==> config.mk <==
export PLATFORM = sky130hd
export DESIGN_NAME = fpc_ctrl
export DESIGN_NICKNAME = d
export VERILOG_FILES = /design/src/pkg/fpc_pkg.sv /design/src/verilog/fpc_ctrl.sv
export VERILOG_INCLUDE_DIRS = /design/src /design/src/pkg
export SDC_FILE = /design/constraint.sdc
export NUM_CORES = 1
export LEC_CHECK = 0
export BUFFER_PORTS_ARGS = -buffer_cell sky130_fd_sc_hd__buf_4
export CORE_MARGIN = 5
export CORE_UTILIZATION = 56
export DETAILED_ROUTE_END_ITERATION = 8
export GPL_TIMING_DRIVEN = 0
export PLACE_DENSITY = 0.87
export SYNTH_ARGS = -nofsm -noshare
export SYNTH_HDL_FRONTEND = slang
export SYNTH_SLANG_ARGS = --single-unit
==> constraint.sdc <==
create_clock -name clk -period 3.7 [get_ports clk]
set_input_delay 0.74 -clock clk [delete_from_list [all_inputs] [get_ports clk]]
set_output_delay 0.74 -clock clk [all_outputs]
set_load 0.01 [all_outputs]
==> src/pkg/fpc_cfg.svh <==
`ifndef FPC_CFG_SVH
`define FPC_CFG_SVH
// Timing counts at 20 MHz (50 ns period)
`define FPC_CLK_NS 50
`define FPC_VLHT_NS 4000
`define FPC_VLHT_CYC ((`FPC_VLHT_NS + `FPC_CLK_NS - 1) / `FPC_CLK_NS)
`define FPC_WPP2_NS 12000000
`define FPC_WPP2_CYC ((`FPC_WPP2_NS + `FPC_CLK_NS - 1) / `FPC_CLK_NS)
`define FPC_WEP_NS 50
`define FPC_WEP_CYC ((`FPC_WEP_NS + `FPC_CLK_NS - 1) / `FPC_CLK_NS)
`define FPC_RD_NS 150
`define FPC_RD_CYC ((`FPC_RD_NS + `FPC_CLK_NS - 1) / `FPC_CLK_NS)
// Command cycles for identification read
`define FPC_UNLOCK_A1 18'h00555
`define FPC_UNLOCK_D1 8'haa
`define FPC_UNLOCK_A2 18'h002aa
`define FPC_UNLOCK_D2 8'h55
`define FPC_ID_CMD 8'h90
`define FPC_RESET_CMD 8'hf0
// Address field positions
`define FPC_BIT_ONE 1
`define FPC_BIT_SIX 6
`define FPC_BIT_NINE 9
`define FPC_SECTOR_LSB 13
`endif

==> src/pkg/fpc_pkg.sv <==
`default_nettype none
package fpc_pkg;
   typedef enum logic [3:0] {
      FPC_IDLE = 4'h0,
      FPC_SETUP = 4'h1,
      FPC_WE_LOW = 4'h3,
      FPC_RECOVER = 4'h2,
      FPC_CMD_SET = 4'h6,
      FPC_CMD_LOW = 4'h7,
      FPC_CMD_HIGH = 4'h5,
      FPC_RD_SET = 4'h4,
      FPC_RD_WAIT = 4'hc,
      FPC_DONE = 4'hd
   } fpc_state_e;
   typedef logic [7:0] fpc_byte_t;
endpackage
`default_nettype wire

==> src/verilog/fpc_ctrl.sv <==
// Summary of operation
// - Protecting every sector before unprotect is left to the caller
// - Drive elevated level on output-enable, address nine
// - Hold chip-enable low, address six high
// - Unprotected sector reads 00h after identification command
// - Write only with chip, write low, output high
`include "fpc_cfg.svh"
`default_nettype none
module fpc_ctrl
   import fpc_pkg::*;
#(
   parameter int unsigned WPP2_CYC = `FPC_WPP2_CYC
) (
   input wire logic clk, // 20 MHz clock
   input wire logic reset, // Synchronous, active high
   input wire logic unprot_start, // Pulse: run whole-chip unprotect
   input wire logic check_start, // Pulse: read protect status of a sector
   input wire logic [4:0] check_sector, // Sector index to check
   output logic busy, // Sequence in progress
   output logic done, // Pulse: sequence finished
   output logic check_protected, // Last checked sector was protected
   output logic check_valid, // Last check read 00h or bit zero set cleanly
   output logic [17:0] flash_addr, // Address pins
   output logic [7:0] data_out, // Data pins, output value
   output logic data_oe, // Data pins driven by this module
   input wire logic [7:0] data_in, // Data pins, sampled value
   output logic chip_en_n, // Chip enable, active low
   output logic write_en_n, // Write enable, active low
   output logic out_en_n, // Output enable, active low
   output logic out_en_elev, // Elevated level request on output-enable
   output logic addr9_elev // Elevated level request on address nine
);
   // ----------------------------------------------------------------
   // Sequencer
   // ----------------------------------------------------------------
   fpc_state_e state_ff;
   logic [23:0] cnt_ff;
   logic [1:0] cmd_idx_ff;
   logic mode_unprot_ff;
   logic [4:0] sector_ff;
   logic [23:0] wait_len;
   logic [17:0] cmd_addr;
   fpc_byte_t cmd_data;
   always_comb begin
      cmd_addr = `FPC_UNLOCK_A1;
      cmd_data = `FPC_UNLOCK_D1;
      unique case (cmd_idx_ff)
         2'h0: begin
            cmd_addr = `FPC_UNLOCK_A1;
            cmd_data = `FPC_UNLOCK_D1;
         end
         2'h1: begin
            cmd_addr = `FPC_UNLOCK_A2;
            cmd_data = `FPC_UNLOCK_D2;
         end
         2'h2: begin
            cmd_addr = `FPC_UNLOCK_A1;
            cmd_data = `FPC_ID_CMD;
         end
         2'h3: begin
            cmd_addr = `FPC_UNLOCK_A1;
            cmd_data = `FPC_RESET_CMD;
         end
      endcase
   end
   always_comb begin
      wait_len = 24'(`FPC_WEP_CYC);
      if (state_ff == FPC_SETUP || state_ff == FPC_RECOVER)
         wait_len = 24'(`FPC_VLHT_CYC);
      else if (state_ff == FPC_WE_LOW)
         // One extra cycle lets write-enable rise while the levels still stand
         wait_len = 24'(WPP2_CYC) + 24'h1;
      else if (state_ff == FPC_RD_WAIT)
         wait_len = 24'(`FPC_RD_CYC);
   end
   wire cnt_done = (cnt_ff >= wait_len - 24'h1);
   always_ff @(posedge clk) begin
      if (reset) begin
         state_ff <= FPC_IDLE;
         cnt_ff <= 24'h0;
         cmd_idx_ff <= 2'h0;
         mode_unprot_ff <= 1'b0;
         sector_ff <= 5'h0;
      end else begin
         cnt_ff <= cnt_ff + 24'h1;
         unique case (state_ff)
            FPC_IDLE: begin
               cnt_ff <= 24'h0;
               cmd_idx_ff <= 2'h0;
               // Protecting every sector first is left to the caller
               if (unprot_start) begin
                  mode_unprot_ff <= 1'b1;
                  state_ff <= FPC_SETUP;
               end else if (check_start) begin
                  mode_unprot_ff <= 1'b0;
                  sector_ff <= check_sector;
                  state_ff <= FPC_CMD_SET;
               end
            end
            // Elevated levels settle before the write pulse is allowed
            FPC_SETUP: if (cnt_done) begin
               cnt_ff <= 24'h0;
               state_ff <= FPC_WE_LOW;
            end
            FPC_WE_LOW: if (cnt_done) begin
               cnt_ff <= 24'h0;
               state_ff <= FPC_RECOVER;
            end
            // Drop elevated levels, then verify via identification read
            FPC_RECOVER: if (cnt_done) begin
               cnt_ff <= 24'h0;
               sector_ff <= 5'h0;
               state_ff <= FPC_CMD_SET;
            end
            FPC_CMD_SET: begin
               cnt_ff <= 24'h0;
               state_ff <= FPC_CMD_LOW;
            end
            FPC_CMD_LOW: if (cnt_done) begin
               cnt_ff <= 24'h0;
               state_ff <= FPC_CMD_HIGH;
            end
            FPC_CMD_HIGH: begin
               cnt_ff <= 24'h0;
               if (cmd_idx_ff == 2'h2 || cmd_idx_ff == 2'h3) begin
                  state_ff <= (cmd_idx_ff == 2'h2) ? FPC_RD_SET : FPC_DONE;
               end else begin
                  cmd_idx_ff <= cmd_idx_ff + 2'h1;
                  state_ff <= FPC_CMD_SET;
               end
            end
            FPC_RD_SET: begin
               cnt_ff <= 24'h0;
               state_ff <= FPC_RD_WAIT;
            end
            FPC_RD_WAIT: if (cnt_done) begin
               cnt_ff <= 24'h0;
               cmd_idx_ff <= 2'h3;
               state_ff <= FPC_CMD_SET;
            end
            FPC_DONE: state_ff <= FPC_IDLE;
            default: state_ff <= FPC_IDLE;
         endcase
      end
   end
   // ----------------------------------------------------------------
   // Pin drive
   // ----------------------------------------------------------------
   always_ff @(posedge clk) begin
      if (reset) begin
         flash_addr <= 18'h0;
         data_out <= 8'h0;
         data_oe <= 1'b0;
         chip_en_n <= 1'b1;
         write_en_n <= 1'b1;
         out_en_n <= 1'b1;
         out_en_elev <= 1'b0;
         addr9_elev <= 1'b0;
      end else begin
         out_en_elev <= 1'b0;
         addr9_elev <= 1'b0;
         write_en_n <= 1'b1;
         out_en_n <= 1'b1;
         chip_en_n <= 1'b1;
         data_oe <= 1'b0;
         unique case (state_ff)
            FPC_SETUP, FPC_WE_LOW: begin
               out_en_elev <= 1'b1;
               addr9_elev <= 1'b1;
               chip_en_n <= 1'b0;
               flash_addr <= 18'h0;
               flash_addr[`FPC_BIT_SIX] <= 1'b1;
               flash_addr[`FPC_BIT_NINE] <= 1'b1;
               // Low for the full pulse time, high again before the levels drop
               write_en_n <= !(state_ff == FPC_WE_LOW && !cnt_done);
            end
            FPC_CMD_SET, FPC_CMD_LOW: begin
               chip_en_n <= 1'b0;
               flash_addr <= cmd_addr;
               data_out <= cmd_data;
               data_oe <= 1'b1;
               write_en_n <= !(state_ff == FPC_CMD_SET ||
                               (state_ff == FPC_CMD_LOW && !cnt_done));
            end
            FPC_CMD_HIGH: begin
               chip_en_n <= 1'b0;
               data_oe <= 1'b1;
            end
            FPC_RD_SET, FPC_RD_WAIT: begin
               chip_en_n <= 1'b0;
               out_en_n <= 1'b0;
               flash_addr <= {sector_ff, 13'h0};
               flash_addr[`FPC_BIT_ONE] <= 1'b1;
            end
            default: begin
            end
         endcase
      end
   end
   // ----------------------------------------------------------------
   // Status
   // ----------------------------------------------------------------
   always_ff @(posedge clk) begin
      if (reset) begin
         busy <= 1'b0;
         done <= 1'b0;
         check_protected <= 1'b0;
         check_valid <= 1'b0;
      end else begin
         busy <= (state_ff != FPC_IDLE) && (state_ff != FPC_DONE);
         done <= (state_ff == FPC_DONE);
         // Sample on the last read cycle, giving access time to settle
         if (state_ff == FPC_RD_WAIT && cnt_done) begin
            check_protected <= data_in[0];
            check_valid <= (data_in[7:1] == 7'h0);
         end
      end
   end
   // ----------------------------------------------------------------
   // Checks
   // ----------------------------------------------------------------
   a_write_inhibit: assert property (@(posedge clk) disable iff (reset)
      !write_en_n |-> !chip_en_n && out_en_n)
      else $error("write pulse without chip enable or with output enable");
   a_unprot_levels: assert property (@(posedge clk) disable iff (reset)
      (!write_en_n && out_en_elev) |-> addr9_elev && flash_addr[6] && !chip_en_n)
      else $error("unprotect pulse without full selection");
   a_elev_pair: assert property (@(posedge clk) disable iff (reset)
      out_en_elev == addr9_elev)
      else $error("elevated levels not applied together");
   a_we_framed: assert property (@(posedge clk) disable iff (reset)
      $fell(write_en_n) && out_en_elev |-> $past(out_en_elev))
      else $error("write pulse fell before elevated setup");
   a_elev_release: assert property (@(posedge clk) disable iff (reset)
      $rose(write_en_n) && $past(out_en_elev) |=> !out_en_elev)
      else $error("elevated levels held after unprotect pulse");
   a_cmd_order: assert property (@(posedge clk) disable iff (reset)
      $fell(write_en_n) && data_out == 8'h90 && !out_en_elev
         |-> $past(data_out, 3) != 8'h90)
      else $error("command cycle issued out of order");
   a_read_addr: assert property (@(posedge clk) disable iff (reset)
      !out_en_n |-> flash_addr[1] && write_en_n)
      else $error("status read without address one high");
   a_done_pulse: assert property (@(posedge clk) disable iff (reset)
      done |=> !done)
      else $error("done longer than one cycle");
   a_oe_idle: assert property (@(posedge clk) disable iff (reset)
      !busy && !done |-> !data_oe && chip_en_n)
      else $error("pins active while idle");
endmodule
`default_nettype wire

==> results of run 1 <==
[power by group through the flow]
stage	clock network (W)	logic (W)	registers, W
2_1_floorplan	0	0.000636	0.000793
3_3_place_gp	0	0.000864	0.000786
3_5_place_dp	0	0.000888	0.000787
4_1_cts	0.000742	0.000897	0.000774
5_1_grt	0.000775	0.000997	0.000796
6_report	0.000734	0.000892	0.000787
[worst max-delay path: cells and delay by family (launching register included)]
family	cells	cell delay [ps]
DFF	1	450
xor gates and xnor gates	1	140
and+or+nand+nor	2	360
buffers and inverters	3	650
AOI/OAI and AO/OA	5	1360
adders and majority gates	1	300
[synthesized netlist by cell type (2+ instances only)]
| master | number |
|---|---|
| a2111oi_0 | 2 |
| a211oi_1 | 2 |
| a21o_1 | 3 |
| a21oi_1 | 17 |
| a221oi_1 | 2 |
| a22o_1 | 10 |
| a31oi_1 | 3 |
| and3_1 | 2 |
| and4_1 | 2 |
| buf_4 | 11 |
| buf_6 | 2 |
| clkbuf_1 | 9 |
| conb_1 | 2 |
| dfxtp_1 | 60 |
| ha_1 | 23 |
| inv_1 | 14 |
| mux2i_1 | 3 |
| nand2_1 | 25 |
| nand2b_1 | 8 |
| nand3_1 | 12 |
| nand3b_1 | 2 |
| nand4_1 | 8 |
| nor2_1 | 53 |
| nor2b_1 | 5 |
| nor3_1 | 15 |
| nor3b_1 | 2 |
| nor4_1 | 2 |
| o211ai_1 | 2 |
| o21ai_0 | 12 |
| xnor2_1 | 13 |
| xor2_1 | 10 |
[sequential cells by signal, indices dropped and copies added (netlist names), 2 cells and up]
register	cells
cnt_ff	24
sector_ff	5
cmd_idx_ff	2
state_ff	4
data_out	6
flash_addr	10
[path summary, 6_finish.rpt]
| path | end |
|---|---|
| max reg2reg | cnt_ff[16]$_SDFF_PP0_ |
| max | cnt_ff[16]$_SDFF_PP0_ |
| min reg2reg | data_out[2]$_SDFFE_PP0N_ |
| min | data_out[2]$_SDFFE_PP0N_ |
[cell type report]
class | count | share of cell area
multi-input combinational | 258 | 0.443
sequential | 60 | 0.317
timing repair buffer | 50 | 0.0992
clock buffer | 12 | 0.0410
buffer | 22 | 0.0370
clock inverter | 4 | 0.0251
tap | 70 | 0.0231
inverter | 14 | 0.0139
[routing by layer]
metal	GRT usage	share of wire	routed length, um
met2	0.350	0.49	3310
met4	0.0643	0.014	92
met1	0.241	0.42	2840
met3	0.0563	0.082	558
met5	0	0	0
[cell families (layout without fill, tap and decap cells)]
family / Yosys count / after routing / share of synthesized area
xor+xnor: 23 / 23 / 0.0660
fa+ha+maj: 23 / 23 / 0.0942
mux: 4 / 4 / 0.0135
flops: 60 / 60 / 0.393
buf+inv: 37 / 102 / 0.0639
compound gates: 60 / 60 / 0.145
other cells: 2 / 6 / 0.00246
simple gates: 142 / 142 / 0.221
[metrics by stage]
stage	hold slack (ps)	worst slack, ps	std cells	total power (W)	util
CTS	473	19.1	491	0.00241	0.727
global route	489	66.5	490	0.00257	0.727
finish	471	345	490	0.00241	0.727
detailed placement	461	40.7	475	0.00168	0.679
global placement	453	148	475	0.00165	0.679
floorplan	437	621	355	0.00143	-
==> results.yml, run 1 <==
global_route:
  antenna_found_initial: 0
  grt_overflow_total: 0
  track_usage: 0.202
  grt_pass1_wl_um: 11800
  grt_pass1_vias: 2638
  grt_max_degree: 11
clock_network:
  clock_sinks: 60
  clk_latency_ps: 330
  cts.clk_slew.worst_paths_ps: 70
  cts_hold_buf: 0
  cts_tree: "built"
  numCtsBuffers: 9
  cts_resized: 0
  cts_root_buf: "clkbuf_8"
  clk_path_buf_depth: 2
  cts_max_level: 3
  cts_setup_buffers: 0
sta:
  period_needed_ps: 3360
  max_freq_mhz: 298
  rsz0062_at_grt: "no"
  maxSlewHeadroom: 0.552
  setup_violations: 0
  finClkSkew_ps: 3.37
  finalMaxSlewViolations: 0
  worstMarginPinSlew_ps: 667
  hold_violations: 0
  setup_tns_ps: 0
  fin_crit_sh: 0.907
layout:
  diodes: 0
  fin_nets: 455
  ff_latch_area_sq_mm: 0.00120
  fin_area_sq_mm: 0.00378
  fillerInstances: 418
  drive_above_1_share: 0.212
  mostFrequentLayoutCells: "61 x buf_4, 60 x dfxtp_1, 53 x nor2_1"
  syn_to_final_growth_pct: 23.9
  multi_input_area_sq_mm: 0.00168
  layout_commonest_cell: "buf_4"
synthesis:
  avgSynthCellArea_sq_um: 8.70
  synthDominantCellAreaShare: 0.393
  synth_edf_count: 0
  async_reset_ff_frac: 0
  seq_area_frac_synth: 0.393
  yosys-top-cells-area: "dfxtp_1 39%, ha_1 9.4%, nor2_1 6.5%, xnor2_1 3.7%, nand2_1 3.1%"
  synth_seq_cells: 60
  yosysWarnings: 0
  synthesis.area_sq_mm: 0.00305
  synth_top_cell_by_area: "dfxtp_1"
  synth_top_flop_cell: "dfxtp_1"
  syn_inst: 351
  synth_cell_types: 46
power:
  leakage_nw: 1.59
  seqPwrFrac: 0.326
  comb_power_share: 0.370
  sw_frac_of_total: 0.353
  power_switching_w: 0.000852
  vdd_drop_max_uv: 381
  p_clk_frac: 0.304
  internal_power_w: 0.00156
  powerDensity_mw_per_mm2: 638
placement:
  dp_hpwl_um: 5000
  place.gp.congestion: 0.949
  io_buffer_count: 50
  postPlaceCellArea_sq_mm: 0.00353
floorplan:
  initial_core_util: 0.587
  ioPinCount: 53
  rows: 26
  die_area_sq_mm: 0.00703
  die_width_um: 83.9
  core_sq_mm: 0.00520
  die_h_um: 83.9
routing:
  drt-initial-drc-count: 232
  via_per_inst: 5.47
  route.detailed.drc: 0
  vias: 2678
  wire_per_inst_um: 13.9
  drt_first_pass_iters: 4
  wl_um: 6800
  postRouteAntennaNets: 0
worst_setup_path:
  cp.required_ps: 3970
  cp-startpoint: "state_ff[1]$_SDFFE_PP0P_"
  crit_arrival_ps: 3620
  endpoint_kind: "flip-flop"
  path_class: "flip-flop to flip-flop"
  worstReg2RegStart: "state_ff[1]$_SDFFE_PP0P_"
  path_cells: "clkbuf_1 -> xnor2_1 -> nor3_2 -> inv_1 -> ha_1 -> a2111oi_0 -> o21ai_0 -> a31oi_1 -> o21ai_4 -> o31a_4 -> buf_6 -> nor2_1"
  r2r_setup_slack_ps: 340
  critPathMaxFanout: 10
  start_kind: "flip-flop"
  critPathMaxStageDelay_ps: 450
  crit_slowest_cell: "dfxtp_1"
  rr_worst_depth: 12
outcome:
  outcome: "finished clean"
worst_hold_path:
  holdPathStages: 2
  min_path_type: "flip-flop to flip-flop"
  hold_start: "data_out[2]$_SDFFE_PP0N_"
run:
  cap_violations: 0
Note: power is estimated with default switching activity, not from simulation.
==> run 2, diff against run 1 <==
--- a/config.mk
+++ b/config.mk
@@ -7,11 +7,13 @@
 export NUM_CORES = 1
 export LEC_CHECK = 0
 export BUFFER_PORTS_ARGS = -buffer_cell sky130_fd_sc_hd__buf_4
-export CORE_MARGIN = 5
-export CORE_UTILIZATION = 56
+export CELL_PAD_IN_SITES_DETAIL_PLACEMENT = 1
+export CELL_PAD_IN_SITES_GLOBAL_PLACEMENT = 2
+export CORE_MARGIN = 4
+export CORE_UTILIZATION = 33
 export DETAILED_ROUTE_END_ITERATION = 8
 export GPL_TIMING_DRIVEN = 0
-export PLACE_DENSITY = 0.87
+export PLACE_DENSITY = 0.85
 export SYNTH_ARGS = -nofsm -noshare
 export SYNTH_HDL_FRONTEND = slang
 export SYNTH_SLANG_ARGS = --single-unit
==> results.yml, run 2 (same netlist as run 1, synthesis figures left out) <==
outcome:
  outcome: "finished clean"
layout:
  syn_to_final_growth_pct: 24.3
  final_cells: 528
  regMostFlops: "cnt_ff"
  diodes: 0
  drive_above_1_share: 0.219
  mostFrequentLayoutCells: "61 x buf_4, 60 x dfxtp_1, 53 x nor2_1"
  largest_reg_flops: 24
  fin_nets: 455
  top_regs: "cnt_ff (24), flash_addr (10), data_out (6)"
  layout_commonest_cell: "buf_4"
  fillerInstances: 1087
sta:
  finClkSkew_ps: 5.58
  finalMaxSlewViolations: 0
  fin_crit_sh: 0.920
  max_freq_mhz: 294
  hold-worst-slack_ps: 474
  period_needed_ps: 3400
  worstMarginPinSlew_ps: 764
  setup_violations: 0
  hold_violations: 0
  maxSlewHeadroom: 0.487
  rsz0062_at_grt: "no"
  setup_tns_ps: 0
clock_network:
  clk_latency_ps: 350
  cts_hold_buf: 0
  numCtsBuffers: 9
  clk_path_buf_depth: 2
  cts_setup_buffers: 0
  cts.clk_slew.worst_paths_ps: 70
  cts_tree: "built"
  clock_sinks: 60
  cts_max_level: 3
  cts_root_buf: "clkbuf_8"
worst_setup_path:
  path_delay_family: "compound AO/OA/AOI/OAI gates"
  start_kind: "flip-flop"
  path_class: "flip-flop to flip-flop"
  cp.buffers_inverters: 3
  crit_arrival_ps: 3690
  cp.required_ps: 3980
  critPathMaxStageDelay_ps: 500
  path_cells: "clkbuf_2 -> xnor2_1 -> nor3_2 -> inv_1 -> ha_1 -> a2111oi_1 -> o21ai_0 -> a31oi_2 -> o21ai_4 -> o31a_4 -> buf_6 -> nor2_1"
  critPathMaxFanout: 10
  endpoint_kind: "flip-flop"
  crit_slowest_cell: "dfxtp_1"
routing:
  drt-initial-drc-count: 71
  drt_first_pass_iters: 4
  route.detailed.drc: 0
  postRouteAntennaNets: 0
  wire_per_inst_um: 15.1
  wl_um: 7950
  vias: 2650
  via_per_inst: 5.02
power:
  p_total_w: 0.00235
  leakage_nw: 1.57
  vdd_drop_max_uv: 180
  powerDensity_mw_per_mm2: 619
global_route:
  grt_overflow_total: 0
  antenna_found_initial: 0
  grt_max_degree: 11
  grt_pass1_vias: 2795
  grt_pass1_wl_um: 13800
  track_usage: 0.155
placement:
  io_buffer_count: 50
  place.gp.congestion: 0.859
  dp_hpwl_um: 5940
  dp_cells: 513
floorplan:
  initial_core_util: 0.345
  rows: 34
  ioPinCount: 53
  die_h_um: 104
  core_sq_mm: 0.00885
  die_area_sq_mm: 0.0109
  die_width_um: 104
worst_hold_path:
  min_path_type: "flip-flop to flip-flop"
run:
  cap_violations: 0
-- run 2: repair_timing --
action,in CTS,in global routing
resized for setup,2,5
pin swaps,0,0
endpoints found under the setup margin,27,35
-- run 2: worst register-to-register path, stage by stage, from the launching register on --
cell and delay (ps):
dfxtp_1 500, clkbuf_2 320, xnor2_1 130, nor3_2 230
inv_1 110, ha_1 330, a2111oi_1 440, o21ai_0 220
a31oi_2 320, o21ai_4 130, o31a_4 350, buf_6 160
nor2_1 110
-- run 2: through the flow --
step	utilization	area (sq um)	setup WS (ps)
floorplan	-	3070	621
global placement	0.405	3580	29.9
detailed placement	0.405	3580	-20.5
CTS	0.428	3790	115
global route	0.429	3800	15.0
finish	0.429	3800	297
-- run 2: path summary, 6_finish.rpt --
path	startpoint	to	slack, ps	cells past startpoint
max reg2reg	state_ff[0]$_SDFFE_PP0P_	cnt_ff[14]$_SDFF_PP0_	300	12
max	state_ff[0]$_SDFFE_PP0P_	cnt_ff[14]$_SDFF_PP0_	300	12
min	data_out[2]$_SDFFE_PP0N_	data_out[2]$_SDFFE_PP0N_	470	2
min reg2reg	data_out[2]$_SDFFE_PP0N_	data_out[2]$_SDFFE_PP0N_	470	2
-- run 2: layout make-up --
| cell class | instances | area (sq um) | area share |
|---|---|---|---|
| Buffer | 22 | 141 | 0.0372 |
| Clock buffer | 12 | 155 | 0.0409 |
| Clock inverter | 4 | 47.5 | 0.0125 |
| Inverter | 14 | 52.6 | 0.0138 |
| Multi-Input combinational cell | 258 | 1690 | 0.445 |
| Sequential cell | 60 | 1200 | 0.316 |
| Tap cell | 108 | 135 | 0.0356 |
| Timing Repair Buffer | 50 | 375 | 0.0989 |
-- run 2: where the power goes --
part / internal [W] / total (W) / switching [W]
combinational: 0.000371 / 0.000944 / 0.000573
sequential: 0.000722 / 0.000791 / 0.0000686
clock: 0.000346 / 0.000615 / 0.000269
-- run 2: per-layer routing --
| metal | GRT usage | part of all wire | up-vias |
|---|---|---|---|
| li1 | - | - | 1332 |
| met1 | 0.185 | 0.46 | 1260 |
| met2 | 0.262 | 0.48 | 46 |
| met3 | 0.0528 | 0.044 | 12 |
| met4 | 0.0484 | 0.014 | 0 |
| met5 | 0 | 0 | - |
==> run 3, diff against run 2 <==
==> constraint.sdc (replaced) <==
create_clock -name clk -period 3.56 [get_ports clk]
set_input_delay 0.712 -clock clk [delete_from_list [all_inputs] [get_ports clk]]
set_output_delay 0.712 -clock clk [all_outputs]
set_load 0.01 [all_outputs]
==> results.yml, run 3 (same netlist as run 1, synthesis figures left out) <==
outcome:
  outcome: "finished clean"
worst_setup_path:
  rr_endpoint: "cnt_ff[14]$_SDFF_PP0_"
  r2r_setup_slack_ps: 260
  critPathMaxStageDelay_ps: 460
  cp.required_ps: 3840
  endpoint_kind: "flip-flop"
  crit_arrival_ps: 3580
  worstReg2RegStart: "state_ff[1]$_SDFFE_PP0P_"
  rr_worst_depth: 12
  crit_slowest_cell: "dfxtp_1"
  path_class: "flip-flop to flip-flop"
  critPathMaxFanout: 10
  cp.buffers_inverters: 3
  path_delay_family: "compound AO/OA/AOI/OAI gates"
  path_cells: "buf_2 -> xnor2_1 -> nor3_2 -> inv_1 -> ha_1 -> a2111oi_1 -> o21ai_0 -> a31oi_2 -> o21ai_4 -> o31a_4 -> buf_6 -> nor2_1"
  start_kind: "flip-flop"
global_route:
  track_usage: 0.155
  grt_pass1_wl_um: 13800
  antenna_found_initial: 0
  grt_max_degree: 11
  grt_pass1_vias: 2798
  grt_overflow_total: 0
routing:
  via_per_inst: 5.03
  wl_um: 7920
  wire_per_inst_um: 15.0
  postRouteAntennaNets: 0
  route.detailed.drc: 0
  drt-initial-drc-count: 45
  drt_first_pass_iters: 4
  vias: 2655
worst_hold_path:
  min_path_type: "flip-flop to flip-flop"
  holdPathStages: 2
  hold_end: "data_out[2]$_SDFFE_PP0N_"
  hold_start: "data_out[2]$_SDFFE_PP0N_"
sta:
  maxSlewHeadroom: 0.488
  setup_tns_ps: 0
  finClkSkew_ps: 6.12
  max_freq_mhz: 303
  setup_violations: 0
  hold_violations: 0
  worstMarginPinSlew_ps: 762
  period_needed_ps: 3300
  finalMaxSlewViolations: 0
  fin_crit_sh: 0.927
clock_network:
  cts_tree: "built"
  clk_latency_ps: 350
  cts.clk_slew.worst_paths_ps: 70
  clock_sinks: 60
  clk_path_buf_depth: 2
  cts_setup_buffers: 0
  numCtsBuffers: 9
  cts_max_level: 3
  cts_root_buf: "clkbuf_8"
layout:
  final_cells: 528
  multi_input_area_sq_mm: 0.00169
  fillerInstances: 1088
  diodes: 0
  top_regs: "cnt_ff (24), flash_addr (10), data_out (6)"
  fin_nets: 455
  layout_commonest_cell: "buf_4"
  fin_area_sq_mm: 0.00380
  regMostFlops: "cnt_ff"
  largest_reg_flops: 24
  drive_above_1_share: 0.224
  ff_latch_area_sq_mm: 0.00120
  syn_to_final_growth_pct: 24.5
  mostFrequentLayoutCells: "61 x buf_4, 59 x dfxtp_1, 53 x nor2_1"
power:
  internal_power_w: 0.00150
  vdd_drop_max_uv: 188
  p_clk_frac: 0.262
  leakage_nw: 1.58
  power_switching_w: 0.000944
  powerDensity_mw_per_mm2: 643
  seqPwrFrac: 0.336
  comb_power_share: 0.402
  sw_frac_of_total: 0.386
floorplan:
  core_sq_mm: 0.00885
  die_h_um: 104
  initial_core_util: 0.345
  die_area_sq_mm: 0.0109
  rows: 34
  ioPinCount: 53
  die_width_um: 104
placement:
  place.gp.congestion: 0.859
  dp_hpwl_um: 5940
  postPlaceCellArea_sq_mm: 0.00358
  dp_cells: 513
  io_buffer_count: 50
run:
  cap_violations: 0
[run 3: worst max path at each step]
stage | startpoint | endpoint | slack (ps) | depth (start not counted)
global route | state_ff[1]$_SDFFE_PP0P_ | cnt_ff[8]$_SDFF_PP0_ | -30 | 12
CTS | state_ff[0]$_SDFFE_PP0P_ | cnt_ff[3]$_SDFF_PP0_ | 20 | 13
detailed placement | state_ff[0]$_SDFFE_PP0P_ | cnt_ff[23]$_SDFF_PP0_ | -160 | 13
global placement | state_ff[0]$_SDFFE_PP0P_ | cnt_ff[9]$_SDFF_PP0_ | -110 | 13
finish | state_ff[1]$_SDFFE_PP0P_ | cnt_ff[14]$_SDFF_PP0_ | 260 | 12
floorplan | state_ff[0]$_SDFFE_PP0P_ | cnt_ff[9]$_SDFF_PP0_ | 480 | 13
[run 3: final cells by class]
type,count,share of cell area
inverter,14,0.0138
timing repair buffer,50,0.0987
clock buffer,12,0.0408
clock inverter,4,0.0125
multi-input combinational,258,0.444
tap,108,0.0355
buffer,22,0.0382
sequential,60,0.316
[run 3: tightest hold or removal path, delay by kind of cell (launching register included)]
kind,cells,cell delay (ps)
flops,1,320
simple gates,1,60
compound gates,1,50
[run 3: layer usage]
metal / vias to the layer above / wire length [um] / GRT usage
li1: 1332 / - / -
met1: 1259 / 3560 / 0.185
met2: 52 / 3870 / 0.262
met3: 12 / 369 / 0.0528
met4: 0 / 110 / 0.0484
met5: - / 0 / 0
[run 3: per-stage QoR]
stage	total power, W	worst slack (ps)	utilization	hold slack (ps)
after global routing	0.00265	-34.1	0.430	503
final	0.00245	260	0.430	474
after global placement	0.00176	-110	0.405	455
after floorplan	0.00148	481	-	437
after detailed placement	0.00180	-160	0.405	460
after CTS	0.00248	24.2	0.429	480
[run 3: power groups by stage]
stage	clock network (W)	registers (W)	logic, W
2_1_floorplan	0	0.000824	0.000661
3_3_place_gp	0	0.000820	0.000936
3_5_place_dp	0	0.000825	0.000975
4_1_cts	0.000659	0.000810	0.00101
5_1_grt	0.000689	0.000833	0.00112
6_report	0.000640	0.000822	0.000983
[run 3: repair_timing]
item | CTS | global route
pin swaps | 0 | 0
endpoints found under the hold margin | 0 | 0
resized for setup | 3 | 10
endpoints found under the setup margin | 37 | 38
hold buffers | 0 | 0
